==> src/hdl/fdm_pkg.sv <==
package fdm_pkg;

    // Bit positions in the status registers
    localparam int SUP_BATTERY_FAIL_FLAG_BIT = 0;
    localparam int SUP_THERM_BIT   = 1;
    localparam int SUP_UNDER_BIT   = 2;
    localparam int SUP_OVER_BIT    = 3;
    localparam int BUS_HOT_BIT     = 1;
    localparam int BUS_STUCK_BIT   = 2;
    localparam int BUS_SHORT_BIT   = 3;
    localparam int DRV_LIM1_BIT    = 0;
    localparam int DRV_OPEN1_BIT   = 1;
    localparam int DRV_LIM2_BIT    = 2;
    localparam int DRV_OPEN2_BIT   = 3;
    localparam int WD_ERR_BIT      = 2;
    localparam int WD_TO_BIT       = 3;

    // Status register reset value
    localparam logic [3:0] STATUS_RST = 4'h0;

    // Interrupt source codes
    localparam logic [3:0] SRC_NONE   = 4'h0;
    localparam logic [3:0] SRC_HIGH   = 4'h2;
    localparam logic [3:0] SRC_LOW    = 4'h3;
    localparam logic [3:0] SRC_BUS    = 4'h4;
    localparam logic [3:0] SRC_SUPPLY = 4'h5;

    // Timing
    localparam longint CLK_HZ         = 10_000_000;
    localparam longint TX_DOM_MS      = 1000;
    localparam longint TX_DOM_CYCLES  = (TX_DOM_MS * CLK_HZ + 999) / 1000;
    localparam longint NRQ_TMO_MS     = 150;
    localparam longint NRQ_TMO_CYCLES = (NRQ_TMO_MS * CLK_HZ) / 1000;
    localparam int     SYNC_STAGES    = 2;

    // Operating modes, one-hot
    typedef enum logic [4:0] {
        FDM_MODE_RESET  = 5'b00001,
        FDM_MODE_NREQ   = 5'b00010,
        FDM_MODE_NORMAL = 5'b00100,
        FDM_MODE_STOP   = 5'b01000,
        FDM_MODE_SLEEP  = 5'b10000
    } fdm_mode_t;

    // Raw analog fault indications
    typedef struct packed {
        logic battery_fail;
        logic supply_over;
        logic supply_under;
        logic core_thermal_warn;
        logic core_under;
        logic receive_short;
        logic bus_driver_hot;
        logic high_side_hot;
        logic low_side_hot;
        logic [1:0] high_open;
        logic [1:0] high_limit;
        logic [1:0] low_open;
        logic [1:0] low_limit;
        logic watchdog_config_floating;
    } fdm_faults_t;

    // Interrupt masks
    typedef struct packed {
        logic supply;
        logic bus;
        logic high;
        logic low;
    } fdm_mask_t;

    // Status register group
    typedef struct packed {
        logic [3:0] supply_status;
        logic [3:0] bus_status;
        logic [3:0] high_side_status;
        logic [3:0] low_side_status;
        logic [3:0] watchdog_status;
        logic [3:0] interrupt_source;
    } fdm_status_t;

endpackage

==> src/hdl/fdm_counter.sv <==
`timescale 1ns/10ps
module fdm_counter #(
    parameter longint LIMIT = 10
) (
    input  wire logic sys_clk_in,
    input  wire logic nrst_in,
    input  wire logic run_in,
    output logic      expired_out
);
    import fdm_pkg::*;

    localparam int W = $clog2(LIMIT + 1);

    logic [W-1:0] cnt_q;
    logic [W-1:0] cnt_d;

    initial begin
        if (LIMIT < 1) $error("fdm_counter limit must be at least one");
    end

    // Counts while run is high, saturates; a drop restarts the count
    always_comb begin
        if (!run_in) begin
            cnt_d = '0;
        end else if (cnt_q != W'(LIMIT)) begin
            cnt_d = cnt_q + W'(1);
        end else begin
            cnt_d = cnt_q;
        end
    end

    always_ff @(posedge sys_clk_in or negedge nrst_in) begin
        if (!nrst_in) begin
            cnt_q <= '0;
        end else begin
            cnt_q <= cnt_d;
        end
    end

    assign expired_out = (cnt_q == W'(LIMIT));
endmodule

==> src/hdl/fdm_fault_manager.sv <==
`timescale 1ns/10ps
// Behaviour
// - Supply over/under flags; interrupt code 0101
// - Long dominant transmit disables transmitter, flags
// - Receive short or hot driver stops transmitter
// - High-side hot turns high side off, code 0010
// - Low-side hot turns low side off, code 0011
// - Driver status bit layout; thermal sets all
// - Drivers off until cleared and control written
// - Watchdog timeout or early clear in Normal resets, flags
// - Floating config pin selects internal timebase, flags
// - Core undervoltage in reset goes to sleep unless supply under is flagged
// - Interrupts only in normal, request, stop
// - Masked faults keep line high, no source
// - Transmitter restarts after fault gone, recessive
// - Request timeout forces reset then request again
module fdm_fault_manager #(
    parameter longint TX_DOM_LIMIT = fdm_pkg::TX_DOM_CYCLES,
    parameter longint NRQ_LIMIT    = fdm_pkg::NRQ_TMO_CYCLES
) (
    input  wire logic                sys_clk_in,
    input  wire logic                nrst_in,
    input  wire fdm_pkg::fdm_faults_t faults_in,
    input  wire logic                tx_data_in,
    input  wire logic                watchdog_timeout_in,
    input  wire logic                watchdog_clear_in,
    input  wire logic                watchdog_window_open_in,
    input  wire logic                goto_normal_in,
    input  wire logic                goto_stop_in,
    input  wire logic                wake_in,
    input  wire logic                overvoltage_shutdown_enable_in,
    input  wire logic                high_side_control_wr_in,
    input  wire logic                low_side_control_wr_in,
    input  wire fdm_pkg::fdm_mask_t  mask_in,
    input  wire logic                status_read_in,
    output fdm_pkg::fdm_status_t     status_out,
    output fdm_pkg::fdm_mode_t       mode_out,
    output logic                     irq_n_out,
    output logic                     host_reset_n_out,
    output logic                     tx_enable_out,
    output logic                     high_side_driver_enable_out,
    output logic                     low_side_driver_enable_out,
    output logic                     internal_timebase_out
);
    import fdm_pkg::*;

    initial begin
        if (TX_DOM_LIMIT < 1 || NRQ_LIMIT < 1) $error("fdm timing limits must be positive");
    end

    fdm_faults_t flt;
    fdm_sync #(.WIDTH($bits(fdm_faults_t))) u_sync (
        .sys_clk_in (sys_clk_in),
        .nrst_in    (nrst_in),
        .async_in   (faults_in),
        .sync_out   (flt)
    );

    logic tx_stuck;
    fdm_counter #(.LIMIT(TX_DOM_LIMIT)) u_transmit_stuck_flag (
        .sys_clk_in  (sys_clk_in),
        .nrst_in     (nrst_in),
        .run_in      (!tx_data_in),
        .expired_out (tx_stuck)
    );

    fdm_mode_t mode_q, mode_d;
    logic      nrq_expired;
    fdm_counter #(.LIMIT(NRQ_LIMIT)) u_nrq (
        .sys_clk_in  (sys_clk_in),
        .nrst_in     (nrst_in),
        .run_in      (mode_q == FDM_MODE_NREQ),
        .expired_out (nrq_expired)
    );

    fdm_status_t st_q, st_d;
    logic tx_off_q, tx_off_d;
    logic hs_off_q, hs_off_d;
    logic ls_off_q, ls_off_d;
    logic irq_q, irq_d;
    logic wd_fault;
    logic irq_allowed;
    logic hv_off;

    // Only faults in these modes may raise the interrupt
    function automatic logic irq_mode(input fdm_mode_t m);
        return (m == FDM_MODE_NORMAL) || (m == FDM_MODE_NREQ) || (m == FDM_MODE_STOP);
    endfunction

    assign irq_allowed = irq_mode(mode_q);
    assign wd_fault = (mode_q == FDM_MODE_NORMAL) &&
                      (watchdog_timeout_in || (watchdog_clear_in && !watchdog_window_open_in));
    assign hv_off = flt.supply_over && overvoltage_shutdown_enable_in &&
                    (mode_q == FDM_MODE_NORMAL);

    // Mode sequencing
    always_comb begin
        mode_d = mode_q;
        case (mode_q)
            FDM_MODE_RESET: begin
                if (flt.core_under && !st_q.supply_status[SUP_UNDER_BIT]) begin
                    mode_d = FDM_MODE_SLEEP;
                end else if (!flt.core_under) begin
                    mode_d = FDM_MODE_NREQ;
                end
            end
            FDM_MODE_NREQ: begin
                if (nrq_expired) begin
                    mode_d = FDM_MODE_RESET;
                end else if (goto_normal_in) begin
                    mode_d = FDM_MODE_NORMAL;
                end
            end
            FDM_MODE_NORMAL: begin
                if (wd_fault || flt.core_under) begin
                    mode_d = FDM_MODE_RESET;
                end else if (goto_stop_in) begin
                    mode_d = FDM_MODE_STOP;
                end
            end
            FDM_MODE_STOP: begin
                if (flt.core_under) mode_d = FDM_MODE_RESET;
                else if (wake_in) mode_d = FDM_MODE_NREQ;
            end
            FDM_MODE_SLEEP: begin
                if (wake_in) mode_d = FDM_MODE_RESET;
            end
            default: mode_d = FDM_MODE_RESET;
        endcase
    end

    // Status flags, shutdown latches and interrupt source
    always_comb begin
        st_d     = st_q;
        tx_off_d = tx_off_q;
        hs_off_d = hs_off_q;
        ls_off_d = ls_off_q;
        irq_d    = irq_q;
        // a read clears flags, new events win
        if (status_read_in) begin
            st_d     = '0;
            irq_d    = 1'b0;
        end
        if (flt.battery_fail) st_d.supply_status[SUP_BATTERY_FAIL_FLAG_BIT] = 1'b1;
        if (flt.core_thermal_warn) st_d.supply_status[SUP_THERM_BIT] = 1'b1;
        if (flt.supply_under) st_d.supply_status[SUP_UNDER_BIT] = 1'b1;
        if (flt.supply_over) st_d.supply_status[SUP_OVER_BIT] = 1'b1;
        if (flt.receive_short) st_d.bus_status[BUS_SHORT_BIT] = 1'b1;
        if (flt.bus_driver_hot) st_d.bus_status[BUS_HOT_BIT] = 1'b1;
        if (tx_stuck) st_d.bus_status[BUS_STUCK_BIT] = 1'b1;
        if (flt.receive_short || flt.bus_driver_hot || tx_stuck) begin
            tx_off_d = 1'b1;
        end else if (tx_data_in) begin
            tx_off_d = 1'b0;
        end
        for (int i = 0; i < 2; i++) begin
            if (flt.high_limit[i]) st_d.high_side_status[DRV_LIM1_BIT + 2*i] = 1'b1;
            if (flt.high_open[i]) st_d.high_side_status[DRV_OPEN1_BIT + 2*i] = 1'b1;
            if (flt.low_limit[i]) st_d.low_side_status[DRV_LIM1_BIT + 2*i] = 1'b1;
            if (flt.low_open[i]) st_d.low_side_status[DRV_OPEN1_BIT + 2*i] = 1'b1;
        end
        if (flt.high_side_hot) st_d.high_side_status = 4'hF;
        if (flt.low_side_hot) st_d.low_side_status = 4'hF;
        // re-enable by write once condition gone
        if (high_side_control_wr_in && !flt.high_side_hot && !hv_off) hs_off_d = 1'b0;
        if (low_side_control_wr_in && !flt.low_side_hot && !hv_off) ls_off_d = 1'b0;
        if (flt.high_side_hot || hv_off) hs_off_d = 1'b1;
        if (flt.low_side_hot || hv_off) ls_off_d = 1'b1;
        if (wd_fault) st_d.watchdog_status[WD_TO_BIT] = 1'b1;
        if (flt.watchdog_config_floating) st_d.watchdog_status[WD_ERR_BIT] = 1'b1;
        // only in allowed modes; masked ones skip source
        if (irq_allowed) begin
            if (!mask_in.high && flt.high_side_hot) begin
                st_d.interrupt_source = SRC_HIGH;
                irq_d = 1'b1;
            end else if (!mask_in.low && flt.low_side_hot) begin
                st_d.interrupt_source = SRC_LOW;
                irq_d = 1'b1;
            end else if (!mask_in.bus && (flt.receive_short || flt.bus_driver_hot)) begin
                st_d.interrupt_source = SRC_BUS;
                irq_d = 1'b1;
            end else if (!mask_in.supply &&
                         (flt.supply_over || flt.supply_under || flt.core_thermal_warn)) begin
                st_d.interrupt_source = SRC_SUPPLY;
                irq_d = 1'b1;
            end
        end
    end

    always_ff @(posedge sys_clk_in or negedge nrst_in) begin
        if (!nrst_in) begin
            mode_q   <= FDM_MODE_RESET;
            st_q     <= '0;
            tx_off_q <= 1'b0;
            hs_off_q <= 1'b0;
            ls_off_q <= 1'b0;
            irq_q    <= 1'b0;
        end else begin
            mode_q   <= mode_d;
            st_q     <= st_d;
            tx_off_q <= tx_off_d;
            hs_off_q <= hs_off_d;
            ls_off_q <= ls_off_d;
            irq_q    <= irq_d;
        end
    end

    // Outputs; the source field reads zero while no interrupt is pending
    assign status_out                  = st_q;
    assign mode_out                    = mode_q;
    assign irq_n_out                   = !(irq_q && irq_allowed);
    assign host_reset_n_out            = (mode_q != FDM_MODE_RESET);
    assign tx_enable_out               = !tx_off_q;
    assign high_side_driver_enable_out = !hs_off_q;
    assign low_side_driver_enable_out  = !ls_off_q;
    assign internal_timebase_out       = st_q.watchdog_status[WD_ERR_BIT];

    // supply over raises code 0101 next cycle
    property p_supply_irq;
        @(posedge sys_clk_in) disable iff (!nrst_in)
        (flt.supply_over && irq_allowed && !mask_in.supply && !flt.high_side_hot &&
         !flt.low_side_hot && !flt.receive_short && !flt.bus_driver_hot && !status_read_in)
        |=> (st_q.interrupt_source == SRC_SUPPLY) && st_q.supply_status[SUP_OVER_BIT];
    endproperty
    a_supply_irq: assert property (p_supply_irq) else $error("supply interrupt missing");

    property p_tx_stuck;
        @(posedge sys_clk_in) disable iff (!nrst_in)
        tx_stuck |=> !tx_enable_out && st_q.bus_status[BUS_STUCK_BIT];
    endproperty
    a_tx_stuck: assert property (p_tx_stuck) else $error("stuck transmit not handled");

    property p_bus_fault;
        @(posedge sys_clk_in) disable iff (!nrst_in)
        (flt.receive_short || flt.bus_driver_hot) |=> !tx_enable_out;
    endproperty
    a_bus_fault: assert property (p_bus_fault) else $error("bus fault kept transmitter on");

    property p_hs_off;
        @(posedge sys_clk_in) disable iff (!nrst_in)
        flt.high_side_hot |=> !high_side_driver_enable_out && (st_q.high_side_status == 4'hF);
    endproperty
    a_hs_off: assert property (p_hs_off) else $error("high side not shut down");

    property p_ls_off;
        @(posedge sys_clk_in) disable iff (!nrst_in)
        flt.low_side_hot |=> !low_side_driver_enable_out && (st_q.low_side_status == 4'hF);
    endproperty
    a_ls_off: assert property (p_ls_off) else $error("low side not shut down");

    // high side stays off without a write
    property p_hs_hold;
        @(posedge sys_clk_in) disable iff (!nrst_in)
        (!high_side_driver_enable_out && !high_side_control_wr_in) |=> !high_side_driver_enable_out;
    endproperty
    a_hs_hold: assert property (p_hs_hold) else $error("high side re-enabled without write");

    // low side stays off without a write
    property p_ls_hold;
        @(posedge sys_clk_in) disable iff (!nrst_in)
        (!low_side_driver_enable_out && !low_side_control_wr_in) |=> !low_side_driver_enable_out;
    endproperty
    a_ls_hold: assert property (p_ls_hold) else $error("low side on without write");

    property p_wd;
        @(posedge sys_clk_in) disable iff (!nrst_in)
        wd_fault |=> !host_reset_n_out && st_q.watchdog_status[WD_TO_BIT];
    endproperty
    a_wd: assert property (p_wd) else $error("watchdog fault not acted on");

    property p_irq_mode;
        @(posedge sys_clk_in) disable iff (!nrst_in)
        !irq_mode(mode_q) |-> irq_n_out;
    endproperty
    a_irq_mode: assert property (p_irq_mode) else $error("interrupt in forbidden mode");

    property p_nrq;
        @(posedge sys_clk_in) disable iff (!nrst_in)
        (mode_q == FDM_MODE_NREQ && nrq_expired) |=> (mode_q == FDM_MODE_RESET);
    endproperty
    a_nrq: assert property (p_nrq) else $error("request timeout ignored");
endmodule

==> src/hdl/fdm_sync.sv <==
`timescale 1ns/10ps
module fdm_sync #(
    parameter int WIDTH = 1
) (
    input  wire logic             sys_clk_in,
    input  wire logic             nrst_in,
    input  wire logic [WIDTH-1:0] async_in,
    output logic      [WIDTH-1:0] sync_out
);
    import fdm_pkg::*;

    logic [WIDTH-1:0] meta_q;
    logic [WIDTH-1:0] meta_d;
    logic [WIDTH-1:0] sync_q;
    logic [WIDTH-1:0] sync_d;

    initial begin
        if (WIDTH < 1) $error("fdm_sync width must be positive");
    end

    // First stage feeds only the second
    always_comb begin
        meta_d = async_in;
        sync_d = meta_q;
    end

    always_ff @(posedge sys_clk_in or negedge nrst_in) begin
        if (!nrst_in) begin
            meta_q <= '0;
            sync_q <= '0;
        end else begin
            meta_q <= meta_d;
            sync_q <= sync_d;
        end
    end

    assign sync_out = sync_q;
endmodule

==> config.mk <==
export PLATFORM = sky130hd
export DESIGN_NAME = fdm_fault_manager
export DESIGN_NICKNAME = d
export VERILOG_FILES = /design/src/hdl/fdm_pkg.sv /design/src/hdl/fdm_counter.sv /design/src/hdl/fdm_fault_manager.sv /design/src/hdl/fdm_sync.sv
export SDC_FILE = /design/constraint.sdc
export NUM_CORES = 1
export LEC_CHECK = 0
export BUFFER_PORTS_ARGS = -buffer_cell sky130_fd_sc_hd__buf_2
export CORE_AREA = 3 3 102 104
export CTS_CLUSTER_DIAMETER = 200
export DETAILED_ROUTE_END_ITERATION = 10
export DIE_AREA = 0 0 105 107
export HOLD_SLACK_MARGIN = 0.05
export PLACE_DENSITY = 0.75
export RECOVER_POWER = 25
export SYNTH_ARGS = -nofsm -noshare
export SYNTH_HDL_FRONTEND = slang
export SYNTH_HIERARCHICAL = 1
export SYNTH_SLANG_ARGS = --single-unit
==> constraint.sdc <==
create_clock -name sys_clk_in -period 2.1 [get_ports sys_clk_in]
set_clock_uncertainty 0.2 [all_clocks]
set_input_delay 0.21 -clock sys_clk_in [delete_from_list [all_inputs] [get_ports sys_clk_in]]
set_output_delay 0.21 -clock sys_clk_in [all_outputs]
set_load 0.01 [all_outputs]
# == After elaboration in Yosys (flattened, before gate mapping) ==
# Index checks and enable logic that the tools add are counted.
# totals
word_cells,155
output_inout_bits,35
inputBits,35
regBits,111
# op_classes
n_reduce_logical,59
n_addsub,2
eq_ne,16
mux,51
# ops
operator,n
24-bit 2-to-1 mux,3
5-bit 2-to-1 mux,9
21-bit 2-to-1 mux,2
1-bit 2-to-1 mux,29
4-bit 2-to-1 mux,7
2-bit nonzero test,13
5-bit one-hot mux with 5 select lines,1
24-bit by 1-bit adder with 24-bit output (second input constant),1
24-bit equality test (second input constant),1
24-bit != test (second input constant),1
3-bit nonzero test,8
21-bit by 1-bit adder with 21-bit output (second input constant),1
21-bit equality test (second input constant),1
21-bit != test (second input constant),1
1-bit logical AND,14
1-bit zero test,13
1-bit logical OR,10
3-bit by 2-bit != test with 1-bit output (second input constant),2
3-bit != test (second input constant),2
5-bit by 1-bit equality test with 1-bit output (second input constant),1
5-bit by 2-bit equality test with 1-bit output (second input constant),1
5-bit by 3-bit equality test with 1-bit output (second input constant),1
5-bit by 4-bit equality test with 1-bit output (second input constant),1
5-bit equality test (second input constant),1
other kinds (3),4

# == Depth between registers and ports, before layout ==
# depth
word_depth,8
mapped_depth,8
depth_no_buf,8

# == Cells and area by module ==
# Netlist, hierarchy kept.
# by_module_without_submodules
module,seq_area_each_um2,instances,cells_per_inst,area_per_inst_um2
fdm_fault_manager,752.0,1,135,1475.2
fdm_counter at u_transmit_stuck_flag,600.6,1,145,1335.0
fdm_counter at u_nrq,525.5,1,123,1142.3
fdm_sync,900.9,1,36,900.9

# == Worst setup path after synthesis ==
# OpenSTA, ideal clock, no wires.
# synth_path
kind,flip-flop to flip-flop
start,register u_nrq.cnt_q[0]
end,"register mode_q[2], in the netlist mode_out[2]"
t_arrival_ns,1.778
setup_time_ns,0.118
t_required_ns,1.782
period_less_slack_ns,2.097
n_path_buf,0
path_stages_with_launch,9
setup_slack_ns,0.003
cell_sequence,dfrtp_1 > inv_1 > ha_1 > nand2_1 > or3_1 > nor2_1 > or4_4 > and3_4 > a21o_1
# synth_between
elab_chain_len,3
elab_cells_between_ends,5
classes_between,eq/ne: 2; mux: 2; reduce/logical: 1
# synth_rtl
item,line_no,source
from (decl),fdm_counter.sv:14,logic [W-1:0] cnt_q;
from (signal assigned),fdm_counter.sv:36,cnt_q <= cnt_d;
21-bit equality test (*),fdm_counter.sv:40,assign expired_out = (cnt_q == W'(LIMIT));
via nrq_expired,fdm_fault_manager.sv:68,logic nrq_expired;
3-bit != test (no line) or 5-bit 2-to-1 mux (tied branches),-,
5-bit AND reduction (no line) or 5-bit one-hot mux with 5 select lines (tied branches),-,
to (signal assigned),fdm_fault_manager.sv:199,mode_q <= mode_d;
to (decl),fdm_fault_manager.sv:67,"fdm_mode_t mode_q, mode_d;"
# Mark *: on every way through the listed nets, which the timed path passes. The rest lies on a longest branch.
# A chain may end at the register's enable or synchronous reset.

# == Worst setup path in the final report ==
# layout_path
start,"register mode_q[0], in the netlist mode_out[0]"
end,output irq_n_out
# layout_between
elab_chain_len,5
elab_cells_between_ends,7
classes_between,eq/ne: 3; reduce/logical: 4
# layout_rtl
item,line_no,source
5-bit by 3-bit equality test with 1-bit output or 5-bit by 2-bit equality test with 1-bit output (tied branches),fdm_fault_manager.sv:87,return (m == FDM_MODE_NORMAL) || (m == FDM_MODE_NREQ) || (m == FDM_MODE_STOP);
1-bit logical OR,fdm_fault_manager.sv:87,
1-bit logical OR (*),fdm_fault_manager.sv:87,
1-bit logical AND (*),fdm_fault_manager.sv:211,assign irq_n_out = !(irq_q && irq_allowed);
1-bit zero test (*),fdm_fault_manager.sv:211,
to (decl),fdm_fault_manager.sv:38,"output logic irq_n_out,"
# Mark *: on every way between the ends. The rest lies on a longest branch, timed or not.

==> metrics.cfg <==
[yosys]
synth_area_leaders = dfrtp_1 57%, xnor2_1 2.5%, nor2_1 2.5%, a21oi_1 2.2%, nand2_1 2.1%
ys_top_cells_by_count = 110 x dfrtp_1, 32 x nor2_1, 27 x nand2_1
synth-async-reset-ratio = 1.00
yosysSeqAreaShare = 0.573
synth_cell_types = 66
synthCells = 439
synth.most_common_cell = dfrtp_1
synth_edf_count = 0
synth_flop_cell = dfrtp_1
synthesis.area_um2 = 4850
ys_warn_count = 6
syn_avg_cell_area_um2 = 11.1
synth_largest_area_cell = dfrtp_1
ys_ff_latch = 111
yosysTopAreaCellShare = 0.567

[routing]
vias_per_cell = 5.47
wirelength_mm = 11.4
drtIter0Drc = 242
vias = 3908
firstDrtPassIters = 5
remaining_drc_errors = 0
ant_nets = 0
wire_per_inst_um = 15.9

[global_route]
grt_overflow = 0
grt_antenna_before_repair = 0
grt_pass1_vias = 3993
grt_pass1_wl_mm = 18.8
grt_use_total = 0.206
grt_max_degree = 112

[worst_setup_path]
worstSetupPathType = reg2out
worst-path-stages = 4
max_stage_delay_ns = 0.44
path_buf_inv = 1
endpoint = irq_n_out
endpoint_kind = primary output
reg2reg_depth = 6
cp_max_fo = 10
crit_slowest_cell = dfstp_2
crit_required_ns = 1.69
r2r-start = u_nrq/cnt_q[0]
start_kind = register
r2r_setup_slack_ns = 0.03
path_cells = or2_4 > a311oi_4 > nand2_1 > buf_2
worstSetupStartpoint = mode_out[0]
cp.arrival_ns = 1.67
cp_top_family = flip-flops
r2r_end = u_nrq/cnt_q[18]

[place]
gp_routability_congestion = 0.945
dpl.hpwl_mm = 7.30
dp_slack_ns = -0.126
placed_cell_area_um2 = 5530
numPortBuffers = 66
placedCellCount = 658

[clock_tree]
cts_tree = yes
insertion_delay_ns = 0.37
cts.sinks = 111
cts_buffers = 9
cts-htree-levels = 3
clk_pin_slew_ns = 0.12
cts_buffer_depth = 2
cts_root_buf = clkbuf_8

[die]
die_area_um2 = 11200
ios = 70
die_w_um = 105
rows = 36
die_y_um = 107
initial_core_util = 0.504
coreArea_um2 = 9640

[final_layout]
diodes = 0
design_area_um2 = 6210
syn_to_final_growth_pct = 27.9
layout-drive-gt1-share = 0.263
final_cells = 714
nFillCells = 750
nets = 615

[status]
status = finished clean

[run]
maxCapViolCount = 0

[timing]
setup_slack_ns = 0.0223
setup_viol = 0
min_period_ns = 2.08
final_max_slew_viol_count = 0
final_hold_viol_count = 0
fmax_mhz = 481
fin_crit_sh = 0.989
slew_headroom = 0.117
timing.hold.ws_ns = 0.101
tightest_slew_ns = 1.32
rsz0062_at_grt = true

[power_and_ir_drop]
p_per_area_nw_per_um2 = 774
finalPower_mw = 4.81
vdd.ir_drop.worst_mv = 0.504
power.leakage_nw = 2.69

[worst_hold_path]
holdCritPathClass = in2reg

[worst min path at each step]
| stage | startpoint | end | slack [ns] | depth (start not counted) |
|---|---|---|---|---|
| final | mask_in[2] | irq_q | 0.10 | 4 |
| after global routing | mask_in[2] | irq_q | 0.12 | 4 |
| after CTS | mask_in[2] | irq_q | 0.07 | 4 |
| after detailed placement | faults_in[3] | u_sync/meta_q[3] | 0.12 | 1 |
| after global placement | faults_in[1] | u_sync/meta_q[1] | 0.12 | 1 |
| after floorplan | nrst_in | hs_off_q | -0.29 | 0 |
[tightest hold or removal path, delay by kind of cell]
| family | cells | cell delay, ns |
|---|---|---|
| AND/OR/NAND/NOR | 2 | 0.20 |
| buffers and inverters | 1 | 0.11 |
| AO/OA/AOI/OAI | 1 | 0.12 |
[registers in the layout (all words and copies together) (netlist names)]
name / count
hs_off_q: 1
u_transmit_stuck_flag/cnt_q: 24
mode_out: 5
tx_off_q: 1
status_out: 20
irq_q: 1
u_sync/meta_q: 18
ls_off_q: 1
internal_timebase_out: 1
u_nrq/cnt_q: 21
u_sync/sync_out: 18
[per-layer routing]
| layer | global-route usage | routed length [um] |
|---|---|---|
| met1 | 0.252 | 4700 |
| met2 | 0.359 | 5820 |
| met3 | 0.0337 | 466 |
| met4 | 0.0965 | 374 |
| met5 | 0 | 0 |
[stage by stage]
| step | utilization | TNS, ns |
|---|---|---|
| after floorplan | - | 0 |
| after global placement | 0.574 | 0 |
| after detailed placement | 0.574 | -0.297 |
| after CTS | 0.638 | 0 |
| after global routing | 0.644 | -0.313 |
| final | 0.644 | 0 |
[cell type report]
type / instances / area [um2] / area share
clock inverters: 7 / 91.3 / 0.0147
clock buffers: 9 / 124 / 0.0199
multi-input cells: 287 / 1970 / 0.317
inverters: 25 / 93.8 / 0.0151
well taps: 133 / 166 / 0.0268
flip-flops and latches: 111 / 2780 / 0.448
repair buffers: 142 / 986 / 0.159
[power breakdown]
group,internal [mW],switching (mW)
Combinational,0.526,0.556
Clock,0.497,0.829
Sequential,2.28,0.118
[kinds of logic (layout without fill, tap and decap cells)]
kind of cell | count (synthesis) | in the layout | share of synthesized area
and+or+nand+nor | 176 | 176 | 0.217
DFF | 111 | 111 | 0.573
AOI/OAI and AO/OA | 77 | 77 | 0.108
buffers and inverters | 43 | 183 | 0.0425
xor gates and xnor gates | 23 | 23 | 0.0415
adders and majority gates | 4 | 4 | 0.0103
muxes | 4 | 4 | 0.00825
other | 1 | 3 | 0.000773
[cell usage in the layout (no fill, tap or decap), types with 3 or more instances in the layout]
cell,instances
mux2i_1,4
nand2_1,27
buf_2,62
nand3_1,19
o21ai_0,12
nor3b_1,3
inv_1,24
o211ai_1,3
nor2_1,31
a211o_1,8
and4_1,6
and3_1,3
nand2b_1,7
dlygate4sd3_1,33
dfrtp_1,107
and2_1,3
xnor2_1,14
buf_4,40
or3_1,6
or4_1,6
conb_1,3
or3_4,3
a21oi_1,20
inv_8,3
clkbuf_1,3
o31ai_1,6
xor2_1,9
nand4_1,9
clkbuf_8,9
nor4_1,8
a21o_1,9
dfrtp_2,3
nor3_1,15
nor4b_4,3
nand3b_1,3
[what timing repair did]
action                                 in CTS  in global routing
gates cloned                                0                  0
resized for setup                           9                 13
setup endpoints to repair                   6                 16
pin swaps                                   3                  9
endpoints found under the hold margin     142                  0
setup buffers                               4                  3
hold buffers                               33                  0
No activity file was read; power rests on OpenSTA's default activity.
